[src/pkg/spfs_pkg.sv]
// constants and types for the shared pin function select block
// Behaviour
// - reset selects upper address line on timer pin
// - either timer control bit selects timer wave
// - dma mode high bits select dma0 request
// - clock disable bit selects dma0 transfer end
// - cts enable selects serial1 clear to send
// - dma0 transfer end low on last write
// - dma1 transfer end low on last write
// - dma0 request active low, ignored memory-to-memory
// - dma1 request active low, edge or level
// - timer pin carries reload timer channel 1 pulse
// - serial clock pins work as input or output
package spfs_pkg;
  // register offsets on the plain register port
  localparam logic [1:0] SPFS_OFF_TIMER = 2'h0; // timer_control_reg copy
  localparam logic [1:0] SPFS_OFF_DMA = 2'h1; // dma_mode_reg copy
  localparam logic [1:0] SPFS_OFF_SER1 = 2'h2; // serial1 control and serial clock direction bits
  localparam logic [1:0] SPFS_OFF_STAT = 2'h3; // read-only pin selection state
  // field positions
  localparam int SPFS_B_TOC_LO = 0; // timer_out_ctl_lo
  localparam int SPFS_B_TOC_HI = 1; // timer_out_ctl_hi
  localparam int SPFS_B_SRC_HI = 0; // src_mode_hi
  localparam int SPFS_B_DST_HI = 1; // dest_mode_hi
  localparam int SPFS_B_MEM2MEM = 2; // channel 0 memory-to-memory mode
  localparam int SPFS_B_SENSE0 = 3; // channel 0 edge sense when set
  localparam int SPFS_B_SENSE1 = 4; // channel 1 edge sense when set
  localparam int SPFS_B_CK1_DIS = 0; // serial1_clock_disable
  localparam int SPFS_B_CTS_EN = 1; // serial1_cts_enable
  localparam int SPFS_B_CK0_OUT = 2; // serial 0 clock is an output
  localparam int SPFS_B_CK1_OUT = 3; // serial 1 clock is an output
  // reset values
  localparam logic [7:0] SPFS_RST_REG = 8'h00;
  // end pulse length in cycles for a transfer end
  localparam int SPFS_END_CYCLES = 1;
  // request detector modes
  typedef enum logic [1:0] {
    SPFS_SENSE_LEVEL = 2'h1,
    SPFS_SENSE_EDGE = 2'h2
  } spfs_sense_t;
endpackage : spfs_pkg

[src/hw/spfs_end_pulse.sv]
// active-low transfer end output one cycle after the last write
`timescale 1ns/1ns
module spfs_end_pulse
  import spfs_pkg::*;
(
  input wire logic clk,
  input wire logic rst,
  input wire logic last_write, // last write cycle of the transfer
  output logic end_n // transfer end, active low
);
  // low in the cycle after the last write strobe is seen
  always_ff @(posedge clk) begin
    if (rst) begin
      end_n <= 1'b1;
    end else begin
      end_n <= !last_write;
    end
  end

  a_end_follows: assert property (@(posedge clk) disable iff (rst)
    last_write |=> !end_n)
    else $error("transfer end missing");
  a_end_only: assert property (@(posedge clk) disable iff (rst)
    !last_write |=> end_n)
    else $error("stray transfer end");
endmodule : spfs_end_pulse

[src/hw/spfs_req_sense.sv]
// active-low dma request detector with edge or level sense
`timescale 1ns/1ns
module spfs_req_sense
  import spfs_pkg::*;
(
  input wire logic clk,
  input wire logic rst,
  input wire logic req_n, // request pin level, active low
  input wire logic enable, // function selected and allowed
  input wire spfs_pkg::spfs_sense_t mode, // edge or level
  output logic req // request to the dma unit
);
  logic prev_n; // last sampled pin level
  logic next_req; // request before registering

  // remember previous level for falling edge detection
  always_ff @(posedge clk) begin
    if (rst) begin
      prev_n <= 1'b1;
    end else begin
      prev_n <= req_n;
    end
  end

  // level: low means request; edge: high-to-low once
  always_comb begin
    if (!enable) begin
      next_req = 1'b0;
    end else if (mode == SPFS_SENSE_EDGE) begin
      next_req = prev_n && !req_n;
    end else begin
      next_req = !req_n;
    end
  end

  // registered request
  always_ff @(posedge clk) begin
    if (rst) begin
      req <= 1'b0;
    end else begin
      req <= next_req;
    end
  end

  a_edge_single: assert property (@(posedge clk) disable iff (rst)
    (enable && mode == SPFS_SENSE_EDGE && prev_n && !req_n) |=> req)
    else $error("edge request not seen");
  a_disabled_quiet: assert property (@(posedge clk) disable iff (rst)
    !$past(enable) |-> !req)
    else $error("request passed while deselected");
endmodule : spfs_req_sense

[src/hw/spfs_top.sv]
// shared pin function select for four multiplexed package pins
//
// The address map and the plain strobed port were chosen for this implementation.
`timescale 1ns/1ns
module spfs_top
  import spfs_pkg::*;
(
  input wire logic MCLK,
  input wire logic RESET,
  // register port
  input wire logic [1:0] REG_ADDR,
  input wire logic [7:0] REG_WDATA,
  input wire logic REG_WR,
  input wire logic REG_RD,
  output logic [7:0] REG_RDATA,
  // internal function sources
  input wire logic UPPER_ADDRESS_LINE, // address bit 18 from the bus unit
  input wire logic TIMER1_PULSE, // reload timer channel 1 pulse
  input wire logic SER0_CLK_OUT, // serial 0 generated clock
  input wire logic SER1_CLK_OUT, // serial 1 generated clock
  input wire logic DMA0_LAST_WRITE, // last write of channel 0
  input wire logic DMA1_LAST_WRITE, // last write of channel 1
  // pin A: upper address / timer wave
  output logic PIN_ADDR_TIMER,
  // pin B: serial0 clock / dma0 request (two-way)
  input wire logic PIN_CK0_DREQ_IN,
  output logic PIN_CK0_DREQ_OUT,
  output logic PIN_CK0_DREQ_OE,
  // pin C: serial1 clock / dma0 transfer end (two-way)
  input wire logic PIN_CK1_TEND_IN,
  output logic PIN_CK1_TEND_OUT,
  output logic PIN_CK1_TEND_OE,
  // pin D: clocked serial rx / serial1 clear to send
  input wire logic PIN_RX_CTS,
  // dedicated dma1 pins
  input wire logic DMA1_REQUEST_N,
  output logic DMA1_TRANSFER_END_N,
  // routed to internal functions
  output logic SER0_CLK_IN,
  output logic SER1_CLK_IN,
  output logic DMA0_REQ,
  output logic DMA1_REQ,
  output logic CLOCKED_SERIAL_RX,
  output logic SERIAL1_CLEAR_TO_SEND_N
);
  logic [7:0] timer_control_reg; // timer output control copy
  logic [7:0] dma_mode_reg; // dma mode copy
  logic [7:0] serial1_reg; // serial1 clock disable and cts enable
  logic sel_timer; // pin A carries timer wave
  logic sel_dma0_request; // pin B is dma0 request
  logic sel_dma0_transfer_end; // pin C is dma0 transfer end
  logic sel_serial1_clear_to_send; // pin D is clear to send
  logic dma0_end_n; // transfer end channel 0
  logic dma1_end_n; // transfer end channel 1
  logic dma0_req; // detected channel 0 request
  logic dma1_req; // detected channel 1 request
  spfs_sense_t sense0; // channel 0 sense mode
  spfs_sense_t sense1; // channel 1 sense mode

  // control register writes
  always_ff @(posedge MCLK) begin
    if (RESET) begin
      timer_control_reg <= SPFS_RST_REG;
      dma_mode_reg <= SPFS_RST_REG;
      serial1_reg <= SPFS_RST_REG;
    end else if (REG_WR) begin
      case (REG_ADDR)
        SPFS_OFF_TIMER: timer_control_reg <= REG_WDATA;
        SPFS_OFF_DMA: dma_mode_reg <= REG_WDATA;
        SPFS_OFF_SER1: serial1_reg <= REG_WDATA;
        default: ; // status is read only
      endcase
    end
  end

  // selection decode from the control bits
  assign sel_timer = timer_control_reg[SPFS_B_TOC_HI] | timer_control_reg[SPFS_B_TOC_LO];
  assign sel_dma0_request = dma_mode_reg[SPFS_B_DST_HI] | dma_mode_reg[SPFS_B_SRC_HI];
  assign sel_dma0_transfer_end = serial1_reg[SPFS_B_CK1_DIS];
  assign sel_serial1_clear_to_send = serial1_reg[SPFS_B_CTS_EN];
  assign sense0 = dma_mode_reg[SPFS_B_SENSE0] ? SPFS_SENSE_EDGE : SPFS_SENSE_LEVEL;
  assign sense1 = dma_mode_reg[SPFS_B_SENSE1] ? SPFS_SENSE_EDGE : SPFS_SENSE_LEVEL;

  // register read, data one cycle after the strobe
  always_ff @(posedge MCLK) begin
    if (RESET) begin
      REG_RDATA <= 8'h00;
    end else if (REG_RD) begin
      case (REG_ADDR)
        SPFS_OFF_TIMER: REG_RDATA <= timer_control_reg;
        SPFS_OFF_DMA: REG_RDATA <= dma_mode_reg;
        SPFS_OFF_SER1: REG_RDATA <= serial1_reg;
        SPFS_OFF_STAT: REG_RDATA <= {4'h0, sel_serial1_clear_to_send, sel_dma0_transfer_end, sel_dma0_request, sel_timer};
        default: REG_RDATA <= 8'h00;
      endcase
    end else begin
      REG_RDATA <= 8'h00;
    end
  end

  // dma0 request: only when selected and not memory-to-memory
  spfs_req_sense u_req0 (
    .clk(MCLK),
    .rst(RESET),
    .req_n(PIN_CK0_DREQ_IN),
    .enable(sel_dma0_request && !dma_mode_reg[SPFS_B_MEM2MEM]),
    .mode(sense0),
    .req(dma0_req)
  );

  // dma1 request on its dedicated pin
  spfs_req_sense u_req1 (
    .clk(MCLK),
    .rst(RESET),
    .req_n(DMA1_REQUEST_N),
    .enable(1'b1),
    .mode(sense1),
    .req(dma1_req)
  );

  // transfer end generators
  spfs_end_pulse u_end0 (
    .clk(MCLK),
    .rst(RESET),
    .last_write(DMA0_LAST_WRITE),
    .end_n(dma0_end_n)
  );
  spfs_end_pulse u_end1 (
    .clk(MCLK),
    .rst(RESET),
    .last_write(DMA1_LAST_WRITE),
    .end_n(dma1_end_n)
  );

  // pin A output mux
  always_ff @(posedge MCLK) begin
    if (RESET) begin
      PIN_ADDR_TIMER <= 1'b0;
    end else begin
      PIN_ADDR_TIMER <= sel_timer ? TIMER1_PULSE : UPPER_ADDRESS_LINE;
    end
  end

  // pin B: clock out when enabled, input otherwise, released for dma request
  always_ff @(posedge MCLK) begin
    if (RESET) begin
      PIN_CK0_DREQ_OUT <= 1'b0;
      PIN_CK0_DREQ_OE <= 1'b0;
      SER0_CLK_IN <= 1'b0;
    end else begin
      PIN_CK0_DREQ_OUT <= SER0_CLK_OUT;
      PIN_CK0_DREQ_OE <= !sel_dma0_request && serial1_reg[SPFS_B_CK0_OUT];
      SER0_CLK_IN <= sel_dma0_request ? 1'b0 : PIN_CK0_DREQ_IN;
    end
  end

  // pin C: transfer end output or serial1 clock in/out
  always_ff @(posedge MCLK) begin
    if (RESET) begin
      PIN_CK1_TEND_OUT <= 1'b0;
      PIN_CK1_TEND_OE <= 1'b0;
      SER1_CLK_IN <= 1'b0;
    end else begin
      PIN_CK1_TEND_OUT <= sel_dma0_transfer_end ? dma0_end_n : SER1_CLK_OUT;
      PIN_CK1_TEND_OE <= sel_dma0_transfer_end || serial1_reg[SPFS_B_CK1_OUT];
      SER1_CLK_IN <= sel_dma0_transfer_end ? 1'b0 : PIN_CK1_TEND_IN;
    end
  end

  // pin D and dedicated pins
  always_ff @(posedge MCLK) begin
    if (RESET) begin
      CLOCKED_SERIAL_RX <= 1'b1;
      SERIAL1_CLEAR_TO_SEND_N <= 1'b1;
      DMA1_TRANSFER_END_N <= 1'b1;
      DMA0_REQ <= 1'b0;
      DMA1_REQ <= 1'b0;
    end else begin
      CLOCKED_SERIAL_RX <= sel_serial1_clear_to_send ? 1'b1 : PIN_RX_CTS;
      SERIAL1_CLEAR_TO_SEND_N <= sel_serial1_clear_to_send ? PIN_RX_CTS : 1'b1;
      DMA1_TRANSFER_END_N <= dma1_end_n;
      DMA0_REQ <= dma0_req;
      DMA1_REQ <= dma1_req;
    end
  end

  a_timer_select: assert property (@(posedge MCLK) disable iff (RESET)
    sel_timer |=> PIN_ADDR_TIMER == $past(TIMER1_PULSE))
    else $error("timer wave not on pin");
  a_addr_select: assert property (@(posedge MCLK) disable iff (RESET)
    !sel_timer |=> PIN_ADDR_TIMER == $past(UPPER_ADDRESS_LINE))
    else $error("address line not on pin");
  a_dreq_release: assert property (@(posedge MCLK) disable iff (RESET)
    sel_dma0_request |=> !PIN_CK0_DREQ_OE && !SER0_CLK_IN)
    else $error("dma0 request pin driven");
  a_dma0_transfer_end_pin: assert property (@(posedge MCLK) disable iff (RESET)
    (sel_dma0_transfer_end && DMA0_LAST_WRITE) |=> ##1 (PIN_CK1_TEND_OE && !PIN_CK1_TEND_OUT))
    else $error("transfer end not on shared pin");
  a_cts_route: assert property (@(posedge MCLK) disable iff (RESET)
    sel_serial1_clear_to_send |=> CLOCKED_SERIAL_RX)
    else $error("receive not held inactive");
  a_dma1_transfer_end_pin: assert property (@(posedge MCLK) disable iff (RESET)
    DMA1_LAST_WRITE |=> ##1 !DMA1_TRANSFER_END_N)
    else $error("dma1 transfer end missing");
  a_m2m_ignore: assert property (@(posedge MCLK) disable iff (RESET)
    dma_mode_reg[SPFS_B_MEM2MEM] [*2] |=> !DMA0_REQ)
    else $error("request seen in memory copy");
  a_req1_level: assert property (@(posedge MCLK) disable iff (RESET)
    (sense1 == SPFS_SENSE_LEVEL && !DMA1_REQUEST_N) |=> ##1 DMA1_REQ)
    else $error("dma1 level request lost");
endmodule : spfs_top

[config.mk]
export PLATFORM = sky130hd
export DESIGN_NAME = spfs_top
export DESIGN_NICKNAME = d
export VERILOG_FILES = /design/src/pkg/spfs_pkg.sv /design/src/hw/spfs_end_pulse.sv /design/src/hw/spfs_req_sense.sv /design/src/hw/spfs_top.sv
export SDC_FILE = /design/constraint.sdc
export NUM_CORES = 1
export LEC_CHECK = 0
export BUFFER_PORTS_ARGS = -buffer_cell sky130_fd_sc_hd__buf_2
export CORE_ASPECT_RATIO = 1.5
export CORE_MARGIN = 2
export CORE_UTILIZATION = 55
export DETAILED_ROUTE_END_ITERATION = 12
export PLACE_DENSITY_LB_ADDON = 0.3
export SLEW_MARGIN = 20
export SYNTH_ARGS = -nofsm -noshare
export SYNTH_HDL_FRONTEND = slang
export SYNTH_SLANG_ARGS = --single-unit
export TNS_END_PERCENT = 10
[constraint.sdc]
create_clock -name MCLK -period 2.2 [get_ports MCLK]
set_input_delay 0.33 -clock MCLK [delete_from_list [all_inputs] [get_ports MCLK]]
set_output_delay 0.33 -clock MCLK [all_outputs]
set_load 0.01 [all_outputs]
==> metrics.txt <==
Static Leakage=0.942 nW; fin cells=258; Cell Rows=25; Hold Path Class=in2reg; clk root buf=clkbuf_8; Setup Buffers After CTS=0; slowest CP cell=nand3b_1; FF-to-FF End=REG_RDATA[2]$_SDFF_PP0_; r2r startpoint=serial1_reg[0]$_SDFFE_PP0P_; predominant post-synthesis flop cell=dfxtp_1; fin. max-slew vios=0; wire per inst=between 10 and 15 um; min cycle time layout=1.27 ns; DP Area=2010 um2; Initial Util=57.6%; largest delay contributor family on the critical path=simple AND/OR/NAND/NOR gates; final design utilization=66.8%; worst path arrival time=between 1 and 1.5 ns; Crit. End Element=flip-flop; grt total ovfl=0; post-synthesis cell type count=27; clock transition at the registers of the reported paths=0.08 ns; Design Power=0.00157 W; detailed placement HPWL=2430 um; clock tree sinks=50; slew margin rel.=around 56%; XOR/XNOR Fraction of Synth Area=0%; cts hold-fix bufs=0; CTS tree=yes; clock network power share=30.7%; maximum clock rate=slightly below 0.8 GHz; post-CTS sizing=0; number of max-cap violations=0; DR vias/cell=5.23; Nets=242; net switching power=0.000353 W; final setup TNS=0 ns; launch point of the worst hold path=DMA1_LAST_WRITE; final WL=3370 um; global-route wire length before repair=roughly 5700 um; Placed Instances=251; data required time of the worst path=between 2 and 2.5 ns; Int Pwr=0.00122 W; first-pass iteration count of the detailed router=4; Vias=~1400; H-tree levels=2; drc violations=0; Die W=50.7 um; cell count after synthesis=178; Synth async-reset ratio=0%; Pwr Density=753 nW/um2; Crit path depth=4; Fill cells=270; final worst-path cycle share=57.9%; post-synth net total=202; simple-gate area share of the yosys netlist=between 10% and 20%; share of cells above drive strength 1=25.2%; Skew-Pair Late Insertion Delay=0.30 ns; combinational share of power=8.9%; Port Buffers=43; area grow syn2layout=15.9%; Synth Area in Adders=0%; vias in the first global route=1320; FF-to-FF setup slack=1.09 ns; Inserted Diodes=0; Routed Antenna Nets=0; sequential share of power=60.5%; yosys warns=0; Final setup viols=0; Seq/Total Area, Yosys=55.6%; largest net degree at the start of global routing=41; Worst Reg-to-Reg Cells=2; Worst-Margin Slew=0.654 ns; compound-gate portion of the synthesized area=6.04%; CP max stage delay=around 0.47 ns; initial antenna violation count=0; post-synthesis mux area share=around 14%; CTS buffer count=5; Final Hold Fails=0; Mapped Area=1800 um2; critical path endpoint=dma_mode_reg[3]$_SDFFE_PP0P_; largest family of logic cells by synthesized area=simple AND/OR/NAND/NOR gates; CP Cell Sequence=buf_2 -> nand3b_1 -> mux2i_1 -> nor2_1; Die Ht=74.1 um; crit path launch=REG_ADDR[0]; clk_skew=approximately 0.0054 ns; most common cell after layout, fill and taps aside=dfxtp_1; #FFs+latches synth=50; DIE AREA=3760 um2; most frequent cells in the layout=dfxtp_1, buf_2, nor2_1, mux2i_1, a21oi_1; critical path class=in2reg; Max VDD drop=0.600 mV; status=completed; unrepaired setup endpoints after global routing=false; syn avg cell area=10.1 um2; Critical Path Fanout Max=14; post-route cell area=2090 um2; number of enable flip-flop cells after synthesis=0; total I/O pin count=44; First DRT Iteration DRCs=30; crit start category=input pin; switching fraction of total power=approximately 22%; total track usage=20.2%; routability cong.=approximately 0.74; CORE AREA=3130 um2; Clock Path Buffers=2; Bufs and invs on worst path=1
-- cell families (layout without fill, tap and decap cells) --
group                  count (synthesis)  in the layout
AO/OA/AOI/OAI                         18             18
buffers and inverters                 14             54
flip-flops                            50             50
multiplexers                          23             23
AND/OR/NAND/NOR                       73             73
-- power by group through the flow --
stage | combinational [W] | sequential, W | clock, W
after floorplan | 0.0000876 | 0.000976 | 0
after global placement | 0.000137 | 0.000972 | 0
after detailed placement | 0.000141 | 0.000973 | 0
after CTS | 0.000142 | 0.000951 | 0.000497
after global routing | 0.000156 | 0.000956 | 0.000532
final | 0.000140 | 0.000951 | 0.000482
-- final cells by class --
type                    count  area, um2  area share [%]
clock buffers               7       76.3            3.65
well taps                  40       50.0            2.40
repair buffers             44        223            10.7
multi-input cells         114        727            34.8
flip-flops and latches     50       1000            47.9
inverters                   3       11.3           0.539
-- metal layers --
metal | share of wire, % | GRT usage, % | up-vias
li1 | - | - | 677
met1 | 39 | 21.7 | 639
met2 | 55 | 37.6 | 27
met3 | 3.8 | 3.82 | 7
met4 | 2.2 | 9.91 | 0
met5 | 0 | 0 | -
-- stage by stage --
| stage | hold slack [ns] | setup WS [ns] |
|---|---|---|
| 6_report | 0.199 | 0.926 |
| 5_1_grt | 0.191 | 0.789 |
| 4_1_cts | 0.195 | 0.913 |
| 3_5_place_dp | 0.401 | 0.596 |
| 3_3_place_gp | 0.398 | 0.624 |
| 2_1_floorplan | 0.389 | 1.11 |
-- worst register-to-register path: cells and delay by family (launching register included) --
| family | cells | cell delay, ns |
|---|---|---|
| multiplexers | 1 | 0.48 |
| AND/OR/NAND/NOR | 1 | 0.14 |
| flip-flops | 1 | 0.38 |
-- Yosys cell counts, types with 3 or more instances --
master | count | area share, %
nor2b_1 | 5 | 1.7
buf_4 | 5 | 2.1
a2bb2oi_1 | 4 | 1.9
a21oi_1 | 11 | 3.1
dfxtp_1 | 50 | 56
nor2_1 | 28 | 5.8
or2_2 | 4 | 1.4
nand2b_1 | 4 | 1.4
inv_1 | 3 | 0.62
nand3_1 | 8 | 2.2
nand2_1 | 10 | 2.1
nor3_1 | 3 | 0.83
mux2i_1 | 21 | 12
clkbuf_1 | 4 | 0.83
-- how the worst min path moves through the flow --
stage / end / slack [ns] / cells past startpoint
2_1_floorplan: DMA1_TRANSFER_END_N$_SDFF_PP1_ / 0.39 / 1
4_1_cts: u_end0.end_n$_SDFF_PP1_ / 0.20 / 2
6_report: u_end1.end_n$_SDFF_PP1_ / 0.20 / 2
3_3_place_gp: DMA1_TRANSFER_END_N$_SDFF_PP1_ / 0.40 / 1
5_1_grt: u_end0.end_n$_SDFF_PP1_ / 0.19 / 2
3_5_place_dp: DMA1_TRANSFER_END_N$_SDFF_PP1_ / 0.40 / 1
No activity file was read; power rests on OpenSTA's default activity.
